**config.mk**
```make
export PLATFORM = sky130hd
export DESIGN_NAME = lsi_top
export DESIGN_NICKNAME = d
export VERILOG_FILES = /design/src/hw/lsi_pkg.sv /design/src/hw/lsi_top.sv
export SDC_FILE = /design/constraint.sdc
export NUM_CORES = 1
export LEC_CHECK = 0
export BUFFER_PORTS_ARGS = -buffer_cell sky130_fd_sc_hd__buf_2
export CORE_MARGIN = 3
export CORE_UTILIZATION = 58
export CTS_BUF_LIST = sky130_fd_sc_hd__clkbuf_4
export DETAILED_ROUTE_END_ITERATION = 8
export GPL_TIMING_DRIVEN = 0
export PLACE_DENSITY = 0.95
export SLEW_MARGIN = 20
export SYNTH_ARGS = -nofsm -noshare
export SYNTH_HDL_FRONTEND = slang
export SYNTH_SLANG_ARGS = --single-unit
```
**constraint.sdc**
```tcl
create_clock -name i_clk -period 7.35 [get_ports i_clk]
set_input_delay 0.3675 -clock i_clk [delete_from_list [all_inputs] [get_ports i_clk]]
set_output_delay 0.3675 -clock i_clk [all_outputs]
set_load 0.01 [all_outputs]
```
**src/hw/lsi_pkg.sv**
```systemverilog
`default_nettype none
package lsi_pkg;
  // Register indices; the AXI byte address is four times the index
  localparam logic [7:0] IDX_IRQ_ENABLE    = 8'hc6;
  localparam logic [7:0] IDX_IRQ_FLAGS     = 8'hc7;
  localparam logic [7:0] IDX_KEYSTORE_CTRL = 8'hc8;
  localparam logic [7:0] IDX_LINK_OPTIONS  = 8'hc9;
  localparam logic [7:0] IDX_BLANK_COLOUR  = 8'hce;
  localparam logic [7:0] IDX_REMOTE_STATE  = 8'hd0;
  localparam logic [7:0] IDX_REMOTE_TARGET = 8'hd1;
  localparam logic [7:0] IDX_REMOTE_OFFSET = 8'hd2;
  localparam logic [7:0] IDX_REMOTE_DATA   = 8'hd3;

  // Event bit positions, shared by enable and flag registers
  localparam int BIT_GLOBAL      = 0;
  localparam int BIT_AUTH_OK     = 1;
  localparam int BIT_AUTH_FAIL   = 2;
  localparam int BIT_KEY_READY   = 3;
  localparam int BIT_LIST_READY  = 4;
  localparam int BIT_SINK_REQ    = 5;
  localparam int BIT_SINK_FOUND  = 6;
  localparam int BIT_ACCESS_DONE = 7;

  // Key-store control fields
  localparam int         BIT_CHECK_START = 2;
  localparam int         BIT_CHECK_DONE  = 6;
  localparam int         BIT_CHECK_OK    = 7;
  localparam logic [7:0] KEYSTORE_RW_MASK = 8'h23;

  // Remote access state fields
  localparam int BIT_FINISHED   = 0;
  localparam int BIT_ACKED      = 1;
  localparam int BIT_FAST_MODE  = 4;
  localparam int BIT_TO_DISABLE = 5;
  localparam int BIT_TO_SPEEDUP = 6;
  localparam int BIT_MASTER_RST = 7;
  localparam logic [7:0] REMOTE_CTL_MASK = 8'h70;

  localparam int BIT_WAIT_LOCK = 0;

  localparam logic [7:0] RST_ZERO  = 8'h00;
  localparam logic [7:0] RST_BLANK = 8'hff;

  localparam logic [1:0] RESP_OKAY   = 2'b00;
  localparam logic [1:0] RESP_SLVERR = 2'b10;

  // Idle bus timeout: least times, rounded up to cycles
  localparam int CLK_HZ          = 20_000_000;
  localparam int IDLE_TIMEOUT_MS = 1000;
  localparam int SPEEDUP_US      = 50;
  localparam int IDLE_CYCLES     = (CLK_HZ / 1000) * IDLE_TIMEOUT_MS;
  localparam int SPEEDUP_CYCLES  = (SPEEDUP_US * (CLK_HZ / 1000) + 999) / 1000;
endpackage : lsi_pkg
`default_nettype wire

```
**src/hw/lsi_top.sv**
```systemverilog
// What this block does
// Interrupt output only when global enable set
// Global flag shows any enabled pending event
// Access completion flags bit 7, enable 7
// Receiver detect flag, optionally waits for lock
// Remote receiver interrupt request flags bit 5
// Key list ready flags bit 4
// Receiver key ready flags bit 3
// Authentication failure or loss flags bit 2
// Authentication success flags bit 1
// Verify bit starts key check, self-clears
// Done flag set when key check finishes
// Pass bit gives result, valid with done
// Blank screen puts programmed byte on blue
// Writing bit 7 resets remote bus master
// Remote master frees idle bus after timeout
// Speedup bit shortens idle timeout to 50us
// Bit 4 selects fast or standard timing
// Ack bit shows target acknowledged transfer
// Finished bit set on completion, cleared on read/start
// Target register holds address and direction
// Data register carries write and read byte
// Event flags stay until read, unless condition persists
// Writing target register starts remote access
`timescale 1ns/1ps
`default_nettype none
module lsi_top #(
  parameter int IDLE_CYCLES = lsi_pkg::IDLE_CYCLES,
  parameter int ADDR_W      = 12
) (
  input  wire logic              i_clk,
  input  wire logic              i_rst_b,
  input  wire logic [ADDR_W-1:0] i_awaddr,
  input  wire logic              i_awvalid,
  output logic                   o_awready,
  input  wire logic [31:0]       i_wdata,
  input  wire logic [3:0]        i_wstrb,
  input  wire logic              i_wvalid,
  output logic                   o_wready,
  output logic [1:0]             o_bresp,
  output logic                   o_bvalid,
  input  wire logic              i_bready,
  input  wire logic [ADDR_W-1:0] i_araddr,
  input  wire logic              i_arvalid,
  output logic                   o_arready,
  output logic [31:0]            o_rdata,
  output logic [1:0]             o_rresp,
  output logic                   o_rvalid,
  input  wire logic              i_rready,
  output logic                   o_irq,
  input  wire logic              i_sink_detect,
  input  wire logic              i_sink_lock,
  input  wire logic              i_sink_irq,
  input  wire logic              i_key_list_ready,
  input  wire logic              i_sink_key_ready,
  input  wire logic              i_auth_ok,
  input  wire logic              i_auth_fail,
  output logic                   o_keystore_check_req,
  input  wire logic              i_keystore_check_finish,
  input  wire logic              i_keystore_check_match,
  input  wire logic              i_blank_screen,
  input  wire logic [7:0]        i_video_blue,
  output logic [7:0]             o_blue_channel,
  output logic                   o_remote_start,
  output logic [6:0]             o_remote_target_addr,
  output logic                   o_remote_dir_sel,
  output logic [7:0]             o_remote_offset,
  output logic [7:0]             o_remote_data_byte,
  input  wire logic              i_remote_finish,
  input  wire logic              i_remote_acked,
  input  wire logic [7:0]        i_remote_rdata,
  output logic                   o_remote_master_reset,
  output logic                   o_fast_mode,
  input  wire logic              i_bus_activity,
  output logic                   o_idle_bus_free
);

  function automatic logic hit(input logic [ADDR_W-1:0] addr, input logic [7:0] idx);
    hit = (addr[ADDR_W-1:2] == {{(ADDR_W-10){1'b0}}, idx});
  endfunction : hit

  localparam int CNT_W = $clog2(IDLE_CYCLES + 1);

  logic [7:0]       irq_en_ff;
  logic [7:1]       flags_ff;
  logic [7:0]       keystore_ff;
  logic             wait_lock_ff;
  logic [7:0]       blank_ff;
  logic [7:0]       remote_ctl_ff;
  logic             finished_ff;
  logic             acked_ff;
  logic [7:0]       target_ff;
  logic [7:0]       offset_ff;
  logic [7:0]       data_ff;
  logic             auth_ok_q_ff;
  logic             start_ff;
  logic             master_rst_ff;
  logic             check_req_ff;
  logic [7:0]       blue_ff;
  logic [CNT_W-1:0] idle_cnt_ff;
  logic             bvalid_ff;
  logic [1:0]       bresp_ff;
  logic             rvalid_ff;
  logic [31:0]      rdata_ff;
  logic [1:0]       rresp_ff;

  // Write path: address and data are taken together, one beat per response
  wire       wr_take   = i_awvalid && i_wvalid && !bvalid_ff;
  wire       wr_lane   = wr_take && i_wstrb[0];
  wire [7:0] wbyte     = i_wdata[7:0];
  wire       wr_en     = wr_lane && hit(i_awaddr, lsi_pkg::IDX_IRQ_ENABLE);
  wire       wr_key    = wr_lane && hit(i_awaddr, lsi_pkg::IDX_KEYSTORE_CTRL);
  wire       wr_opt    = wr_lane && hit(i_awaddr, lsi_pkg::IDX_LINK_OPTIONS);
  wire       wr_blank  = wr_lane && hit(i_awaddr, lsi_pkg::IDX_BLANK_COLOUR);
  wire       wr_state  = wr_lane && hit(i_awaddr, lsi_pkg::IDX_REMOTE_STATE);
  wire       wr_target = wr_lane && hit(i_awaddr, lsi_pkg::IDX_REMOTE_TARGET);
  wire       wr_offset = wr_lane && hit(i_awaddr, lsi_pkg::IDX_REMOTE_OFFSET);
  wire       wr_data   = wr_lane && hit(i_awaddr, lsi_pkg::IDX_REMOTE_DATA);
  wire       wr_mapped = hit(i_awaddr, lsi_pkg::IDX_IRQ_ENABLE)
                      || hit(i_awaddr, lsi_pkg::IDX_IRQ_FLAGS)
                      || hit(i_awaddr, lsi_pkg::IDX_KEYSTORE_CTRL)
                      || hit(i_awaddr, lsi_pkg::IDX_LINK_OPTIONS)
                      || hit(i_awaddr, lsi_pkg::IDX_BLANK_COLOUR)
                      || hit(i_awaddr, lsi_pkg::IDX_REMOTE_STATE)
                      || hit(i_awaddr, lsi_pkg::IDX_REMOTE_TARGET)
                      || hit(i_awaddr, lsi_pkg::IDX_REMOTE_OFFSET)
                      || hit(i_awaddr, lsi_pkg::IDX_REMOTE_DATA);

  // Read path: one outstanding read, data registered
  wire rd_take  = i_arvalid && !rvalid_ff;
  wire rd_flags = rd_take && hit(i_araddr, lsi_pkg::IDX_IRQ_FLAGS);
  wire rd_state = rd_take && hit(i_araddr, lsi_pkg::IDX_REMOTE_STATE);

  // Events, sampled each cycle
  wire       found_cond = i_sink_detect && (!wait_lock_ff || i_sink_lock);
  wire       auth_lost  = auth_ok_q_ff && !i_auth_ok;
  wire [7:1] events     = {i_remote_finish,
                           found_cond,
                           i_sink_irq,
                           i_key_list_ready,
                           i_sink_key_ready,
                           i_auth_fail || auth_lost,
                           i_auth_ok};
  wire       any_enabled = |(flags_ff & irq_en_ff[7:1]);
  wire [7:0] flags_view  = {flags_ff, any_enabled};
  // Set wins over the read-clear so no event is lost
  wire [7:1] nxt_flags   = (rd_flags ? 7'h00 : flags_ff) | events;

  wire       check_begin = wr_key && wbyte[lsi_pkg::BIT_CHECK_START]
                        && !keystore_ff[lsi_pkg::BIT_CHECK_START];
  wire [7:0] state_view  = {1'b0, remote_ctl_ff[6:4], 2'b00, acked_ff, finished_ff};

  wire [7:0] rd_byte =
      hit(i_araddr, lsi_pkg::IDX_IRQ_ENABLE)    ? irq_en_ff :
      hit(i_araddr, lsi_pkg::IDX_IRQ_FLAGS)     ? flags_view :
      hit(i_araddr, lsi_pkg::IDX_KEYSTORE_CTRL) ? keystore_ff :
      hit(i_araddr, lsi_pkg::IDX_LINK_OPTIONS)  ? {7'h00, wait_lock_ff} :
      hit(i_araddr, lsi_pkg::IDX_BLANK_COLOUR)  ? blank_ff :
      hit(i_araddr, lsi_pkg::IDX_REMOTE_STATE)  ? state_view :
      hit(i_araddr, lsi_pkg::IDX_REMOTE_TARGET) ? target_ff :
      hit(i_araddr, lsi_pkg::IDX_REMOTE_OFFSET) ? offset_ff :
      hit(i_araddr, lsi_pkg::IDX_REMOTE_DATA)   ? data_ff : 8'h00;
  wire rd_mapped = hit(i_araddr, lsi_pkg::IDX_IRQ_ENABLE)
                || hit(i_araddr, lsi_pkg::IDX_IRQ_FLAGS)
                || hit(i_araddr, lsi_pkg::IDX_KEYSTORE_CTRL)
                || hit(i_araddr, lsi_pkg::IDX_LINK_OPTIONS)
                || hit(i_araddr, lsi_pkg::IDX_BLANK_COLOUR)
                || hit(i_araddr, lsi_pkg::IDX_REMOTE_STATE)
                || hit(i_araddr, lsi_pkg::IDX_REMOTE_TARGET)
                || hit(i_araddr, lsi_pkg::IDX_REMOTE_OFFSET)
                || hit(i_araddr, lsi_pkg::IDX_REMOTE_DATA);

  // Idle timer limit follows the speedup bit live
  wire [CNT_W-1:0] idle_limit = remote_ctl_ff[lsi_pkg::BIT_TO_SPEEDUP]
                              ? CNT_W'(lsi_pkg::SPEEDUP_CYCLES)
                              : CNT_W'(IDLE_CYCLES);
  wire idle_hold = i_bus_activity || remote_ctl_ff[lsi_pkg::BIT_TO_DISABLE] || master_rst_ff;

  assign o_awready             = wr_take;
  assign o_wready              = wr_take;
  assign o_bvalid              = bvalid_ff;
  assign o_bresp               = bresp_ff;
  assign o_arready             = rd_take;
  assign o_rvalid              = rvalid_ff;
  assign o_rdata               = rdata_ff;
  assign o_rresp               = rresp_ff;
  assign o_irq                 = irq_en_ff[lsi_pkg::BIT_GLOBAL] && any_enabled;
  assign o_keystore_check_req  = check_req_ff;
  assign o_blue_channel        = blue_ff;
  assign o_remote_start        = start_ff;
  assign o_remote_target_addr  = target_ff[7:1];
  assign o_remote_dir_sel      = target_ff[0];
  assign o_remote_offset       = offset_ff;
  assign o_remote_data_byte    = data_ff;
  assign o_remote_master_reset = master_rst_ff;
  assign o_fast_mode           = remote_ctl_ff[lsi_pkg::BIT_FAST_MODE];
  assign o_idle_bus_free       = (idle_cnt_ff >= idle_limit);

  always_ff @(posedge i_clk or negedge i_rst_b) begin
    if (!i_rst_b) begin
      bvalid_ff <= 1'b0;
      bresp_ff  <= lsi_pkg::RESP_OKAY;
      rvalid_ff <= 1'b0;
      rdata_ff  <= 32'h0000_0000;
      rresp_ff  <= lsi_pkg::RESP_OKAY;
    end else begin
      if (wr_take) begin
        bvalid_ff <= 1'b1;
        bresp_ff  <= wr_mapped ? lsi_pkg::RESP_OKAY : lsi_pkg::RESP_SLVERR;
      end else if (i_bready) begin
        bvalid_ff <= 1'b0;
      end
      if (rd_take) begin
        rvalid_ff <= 1'b1;
        rdata_ff  <= {24'h00_0000, rd_byte};
        rresp_ff  <= rd_mapped ? lsi_pkg::RESP_OKAY : lsi_pkg::RESP_SLVERR;
      end else if (i_rready) begin
        rvalid_ff <= 1'b0;
      end
    end
  end

  always_ff @(posedge i_clk or negedge i_rst_b) begin
    if (!i_rst_b) begin
      irq_en_ff    <= lsi_pkg::RST_ZERO;
      flags_ff     <= 7'h00;
      auth_ok_q_ff <= 1'b0;
      wait_lock_ff <= 1'b0;
      blank_ff     <= lsi_pkg::RST_BLANK;
      blue_ff      <= lsi_pkg::RST_ZERO;
    end else begin
      auth_ok_q_ff <= i_auth_ok;
      flags_ff     <= nxt_flags;
      if (wr_en) irq_en_ff <= wbyte;
      if (wr_opt) wait_lock_ff <= wbyte[lsi_pkg::BIT_WAIT_LOCK];
      if (wr_blank) blank_ff <= wbyte;
      blue_ff <= i_blank_screen ? blank_ff : i_video_blue;
    end
  end

  // Key-store check: start bit stays up until the checker reports back
  always_ff @(posedge i_clk or negedge i_rst_b) begin
    if (!i_rst_b) begin
      keystore_ff  <= lsi_pkg::RST_ZERO;
      check_req_ff <= 1'b0;
    end else begin
      check_req_ff <= check_begin;
      if (wr_key) begin
        keystore_ff <= (keystore_ff & ~lsi_pkg::KEYSTORE_RW_MASK)
                     | (wbyte & lsi_pkg::KEYSTORE_RW_MASK);
      end
      if (check_begin) begin
        keystore_ff[lsi_pkg::BIT_CHECK_START] <= 1'b1;
        keystore_ff[lsi_pkg::BIT_CHECK_DONE]  <= 1'b0;
      end
      if (i_keystore_check_finish && keystore_ff[lsi_pkg::BIT_CHECK_START]) begin
        keystore_ff[lsi_pkg::BIT_CHECK_START] <= 1'b0;
        keystore_ff[lsi_pkg::BIT_CHECK_DONE]  <= 1'b1;
        keystore_ff[lsi_pkg::BIT_CHECK_OK]    <= i_keystore_check_match;
      end
    end
  end

  // Remote access: a finish landing with a read of the state keeps the bit set
  always_ff @(posedge i_clk or negedge i_rst_b) begin
    if (!i_rst_b) begin
      remote_ctl_ff <= lsi_pkg::RST_ZERO;
      master_rst_ff <= 1'b0;
      start_ff      <= 1'b0;
      finished_ff   <= 1'b0;
      acked_ff      <= 1'b0;
      target_ff     <= lsi_pkg::RST_ZERO;
      offset_ff     <= lsi_pkg::RST_ZERO;
      data_ff       <= lsi_pkg::RST_ZERO;
      idle_cnt_ff   <= '0;
    end else begin
      start_ff      <= wr_target;
      master_rst_ff <= wr_state && wbyte[lsi_pkg::BIT_MASTER_RST];
      if (wr_state) remote_ctl_ff <= wbyte & lsi_pkg::REMOTE_CTL_MASK;
      if (wr_target) target_ff <= wbyte;
      if (wr_offset) offset_ff <= wbyte;
      if (i_remote_finish) begin
        finished_ff <= 1'b1;
        acked_ff    <= i_remote_acked;
      end else begin
        if (rd_state || wr_target) finished_ff <= 1'b0;
        if (wr_target) acked_ff <= 1'b0;
      end
      // A software write landing with a write-access finish must not be lost
      if (i_remote_finish && target_ff[0] && i_remote_acked) begin
        data_ff <= i_remote_rdata;
      end else if (wr_data) begin
        data_ff <= wbyte;
      end
      if (idle_hold) idle_cnt_ff <= '0;
      else if (idle_cnt_ff < idle_limit) idle_cnt_ff <= idle_cnt_ff + CNT_W'(1);
    end
  end
endmodule : lsi_top
`default_nettype wire

```
==> flow_summary.json <==
{
  "crit_fanout": 11,
  "proportion_of_layout_cells_with_a_drive_suffix_above_1_pct": 34.2,
  "critPathSlowestCell": "sky130_fd_sc_hd__dfrtp_1",
  "post-place-cells": 831,
  "power_density_mw_per_mm2": 151,
  "synth-warning-count": 0,
  "routed-via-count": 5237,
  "clockPowerShare_pct": 27.0,
  "netlist-cell-type-count": 66,
  "p_comb_share_pct": 13.0,
  "skew_ns": 0.0217,
  "detailedRoute.firstIterationViolations": 516,
  "power_switching_share_pct": 28.2,
  "post-cts-setup-buffer-count": 0,
  "synth_async_sr_flop_share_pct": 100,
  "syn2layout_area_growth_pct": 17.1,
  "worst_setup_hold_path_clk_slew_ns": 0.18,
  "grt_use_total_pct": 27.9,
  "synth_compound_area_share_pct": 13.5,
  "final_setup_fails": 0,
  "core_region_area_mm2": 0.00982,
  "critPathMostFrequentCell": "sky130_fd_sc_hd__o21ai_0",
  "grt_start_max_net_pins": 60,
  "grt_first_pass_wirelength_um": 25300,
  "total_switching_power_mw": 0.292,
  "slew_viol_final": 0,
  "synth_edf_count": 0,
  "synth.mux.area_fraction_pct": 13.7,
  "irDropWorstVdd_mv": 0.0944,
  "final_antenna_net_count": 0,
  "intPower_mw": 0.744,
  "worstPathArrival_ns": 3.15,
  "insertedDiodeCount": 0,
  "first_global_vias": 5004,
  "hp-class": "primary input to flip-flop",
  "synth.avg_cell_area_um2": 10.5,
  "hold_slack_ns": 0.0618,
  "worstPathCellList": "inv_1 > ha_1 > a21oi_1 > o21ai_0 > a221oi_2 > o21a_1 > o21ai_0 > buf_2",
  "post_synth_xor_area_fraction_pct": 0.895,
  "ys_dominant_reg_cell": "sky130_fd_sc_hd__dfrtp_1",
  "rsz0062_at_grt": "false",
  "synth_top_family_by_area": "simple AND/OR/NAND/NOR gates",
  "cts-root-to-sink-buffers": 2,
  "clock_tree_from_tritoncts": "built",
  "cts_made_buffers": 9,
  "top_level_ports": 175,
  "synth_top_area_cell": "sky130_fd_sc_hd__dfrtp_1",
  "ys_seq_area_share_pct": 46.2,
  "post_synth_and_or_nand_nor_area_fraction_pct": 16.8,
  "detail_route.drc_violations": 0,
  "final.setup.worst_slack_ns": 3.83,
  "critical_path.max_stage_delay_ns": 0.63,
  "routedWlPerCell_um": 18.9,
  "yosys.area_share.adder_pct": 2.98,
  "ctsRootBufferMaster": "sky130_fd_sc_hd__clkbuf_4",
  "post-synth-top-area-fraction_pct": 42.6,
  "final-instance-count-excl-fill": 849,
  "hpwl_dp_um": 12000,
  "timing.hold.worst_path_depth": 2,
  "gp_congestion": 0.987,
  "tightestPinTransition_ns": 1.03,
  "cellLeakagePower_nw": 3.29,
  "dieWidth_um": 107,
  "most_used_standard_cell_by_instance_count_after_synthesis": "sky130_fd_sc_hd__dfrtp_1",
  "antenna_violations_before_repair": 0,
  "die_area_mm2": 0.0114,
  "p_seq_share_pct": 59.9,
  "setup_tns_ns": 0,
  "initial_utilization_pct": 59.8,
  "post_synthesis_cell_count": 558,
  "critPathKind": "flip-flop to output port",
  "final_min_period_over_clock_period_pct": 47.8,
  "worstSetupStartpointType": "flip-flop",
  "pre_cts_slack_ns": 4.40,
  "worst-endpoint-required_ns": 6.98,
  "layout.core_utilization_pct": 70.1,
  "cap_viol_max_count": 0,
  "drt_pre_antenna_iters": 7,
  "numClockSinks": 108,
  "htreeDepth": 3,
  "ys_seq_elements": 108,
  "grt-ovfl-total": 0,
  "die_h_um": 107,
  "post_synth_main_area_contributors": "sky130_fd_sc_hd__dfrtp_1, sky130_fd_sc_hd__mux2_2, sky130_fd_sc_hd__buf_4, sky130_fd_sc_hd__dfstp_2, sky130_fd_sc_hd__nand2_1",
  "finalHoldViolCount": 0,
  "final_nets": 821,
  "clock_latency_ns": 0.47,
  "r2r.worst_path.cells": 9,
  "routed_wl_um": 16100,
  "worstSetupEndpointType": "output port",
  "fmaxAchievable_mhz": 284,
  "port_bufs": 114,
  "run_status": "finished, final reports clean",
  "period_needed_ns": 3.52,
  "row_count": 36,
  "post_synth_most_frequent_cells": "sky130_fd_sc_hd__dfrtp_1, sky130_fd_sc_hd__nand2_1, sky130_fd_sc_hd__mux2_2, sky130_fd_sc_hd__o21ai_0, sky130_fd_sc_hd__buf_4",
  "syn-cell-area_mm2": 0.00587,
  "detail_route.vias_per_cell": 6.17,
  "timing.slew.headroom_pct": 30.3
}
what timing repair did:
action / 4_1_cts / 5_1_grt
hold buffers: 1 / 1
gates resized for setup: 0 / 0
setup endpoints to repair: 0 / 0
hold endpoints to repair: 46 / 1
layer usage:
layer | wire [um] | vias up | track usage [%]
met4 | 601 | 0 | 12.0
li1 | - | 2313 | -
met1 | 6200 | 2521 | 36.6
met2 | 7750 | 339 | 45.8
met3 | 1510 | 64 | 5.12
met5 | 0 | - | 0
flip-flops by register name (all words and copies together), names as in the netlist, 6 cells and up:
signal / flops
target_ff: 8
blank_ff: 8
idle_cnt_ff: 25
o_blue_channel: 8
keystore_ff: 6
o_remote_offset: 8
irq_en_ff: 8
flags_ff: 7
o_rdata: 8
o_remote_data_byte: 8
layout by cell type (no fill, tap or decap), types with 4 or more instances in the layout:
| cell type | count |
|---|---|
| sky130_fd_sc_hd__nor4_1 | 4 |
| sky130_fd_sc_hd__and3_1 | 5 |
| sky130_fd_sc_hd__o21ai_0 | 31 |
| sky130_fd_sc_hd__nor2_1 | 26 |
| sky130_fd_sc_hd__inv_1 | 13 |
| sky130_fd_sc_hd__mux4_2 | 5 |
| sky130_fd_sc_hd__nand2_1 | 51 |
| sky130_fd_sc_hd__clkbuf_4 | 10 |
| sky130_fd_sc_hd__buf_4 | 28 |
| sky130_fd_sc_hd__buf_2 | 117 |
| sky130_fd_sc_hd__o21ai_1 | 4 |
| sky130_fd_sc_hd__clkbuf_1 | 14 |
| sky130_fd_sc_hd__a21oi_1 | 24 |
| sky130_fd_sc_hd__dfstp_2 | 8 |
| sky130_fd_sc_hd__dfrtp_1 | 100 |
| sky130_fd_sc_hd__nor3_1 | 12 |
| sky130_fd_sc_hd__a22oi_1 | 6 |
| sky130_fd_sc_hd__nor3b_1 | 6 |
| sky130_fd_sc_hd__nand3b_1 | 4 |
| sky130_fd_sc_hd__ha_1 | 14 |
| sky130_fd_sc_hd__nand2b_1 | 8 |
| sky130_fd_sc_hd__o211ai_1 | 6 |
| sky130_fd_sc_hd__mux2_2 | 50 |
| sky130_fd_sc_hd__or3_1 | 16 |
| sky130_fd_sc_hd__o21a_1 | 4 |
| sky130_fd_sc_hd__xor2_1 | 4 |
| sky130_fd_sc_hd__a21o_1 | 4 |
| sky130_fd_sc_hd__mux2i_1 | 13 |
| sky130_fd_sc_hd__o221a_2 | 4 |
| sky130_fd_sc_hd__nand4_1 | 8 |
| sky130_fd_sc_hd__nand3_1 | 24 |
| sky130_fd_sc_hd__conb_1 | 26 |
metrics by stage:
stage                     cell area [um2]  total power, mW
after floorplan                      5970            0.697
after global routing                 6880             1.07
after detailed placement             6740            0.763
after global placement               6700            0.755
after CTS                            6870             1.03
final                                6880             1.04
cell type report:
class	count	area [um2]
Fill cell	728	2940
Multi-Input combinational cell	413	2910
Sequential cell	108	2710
Timing Repair Buffer	117	624
Buffer	48	290
Tap cell	133	166
Clock buffer	10	75.1
Inverter	14	52.6
Clock inverter	6	46.3
cells by family (layout without fill, tap and decap cells):
family                   count (synthesis)  in the layout
XOR/XNOR                                 6              6
other                                    1             26
AND/OR/NAND/NOR                        184            184
flip-flops                             108            108
adder cells (fa/ha/maj)                 14             14
AO/OA/AOI/OAI                          115            115
multiplexers                            68             68
buffers and inverters                   62            195
power by group through the flow:
stage	combinational [mW]	clock (mW)	sequential, mW
5_1_grt	0.145	0.303	0.622
3_3_place_gp	0.125	0	0.630
2_1_floorplan	0.0621	0	0.635
3_5_place_dp	0.132	0	0.630
4_1_cts	0.133	0.280	0.620
6_report	0.135	0.280	0.621
final timing paths:
kind / from / end / slack [ns]
worst max-delay path: remote_ctl_ff[6]$_DFFE_PN0P_ / o_idle_bus_free / 3.83
worst min-delay path: i_sink_irq / flags_ff[5]$_DFF_PN0_ / 0.06
worst max register to register: remote_ctl_ff[6]$_DFFE_PN0P_ / idle_cnt_ff[9]$_DFFE_PN0P_ / 4.44
worst min register to register: o_rdata[4]$_DFFE_PN0P_ / o_rdata[4]$_DFFE_PN0P_ / 0.51
max in group asynchronous: i_rst_b / blank_ff[6]$_DFFE_PN1P_ / 6.26
min in group asynchronous: i_rst_b / o_blue_channel[2]$_DFF_PN0_ / 0.38
worst max-delay path, delay by kind of cell (launching register included):
kind                       cells  cell delay [ns]
AOI/OAI and AO/OA              5             1.36
adders and majority gates      1             0.34
buffers and inverters          2             0.37
DFF                            1             0.63
Note: power is estimated with default switching activity, not from simulation.
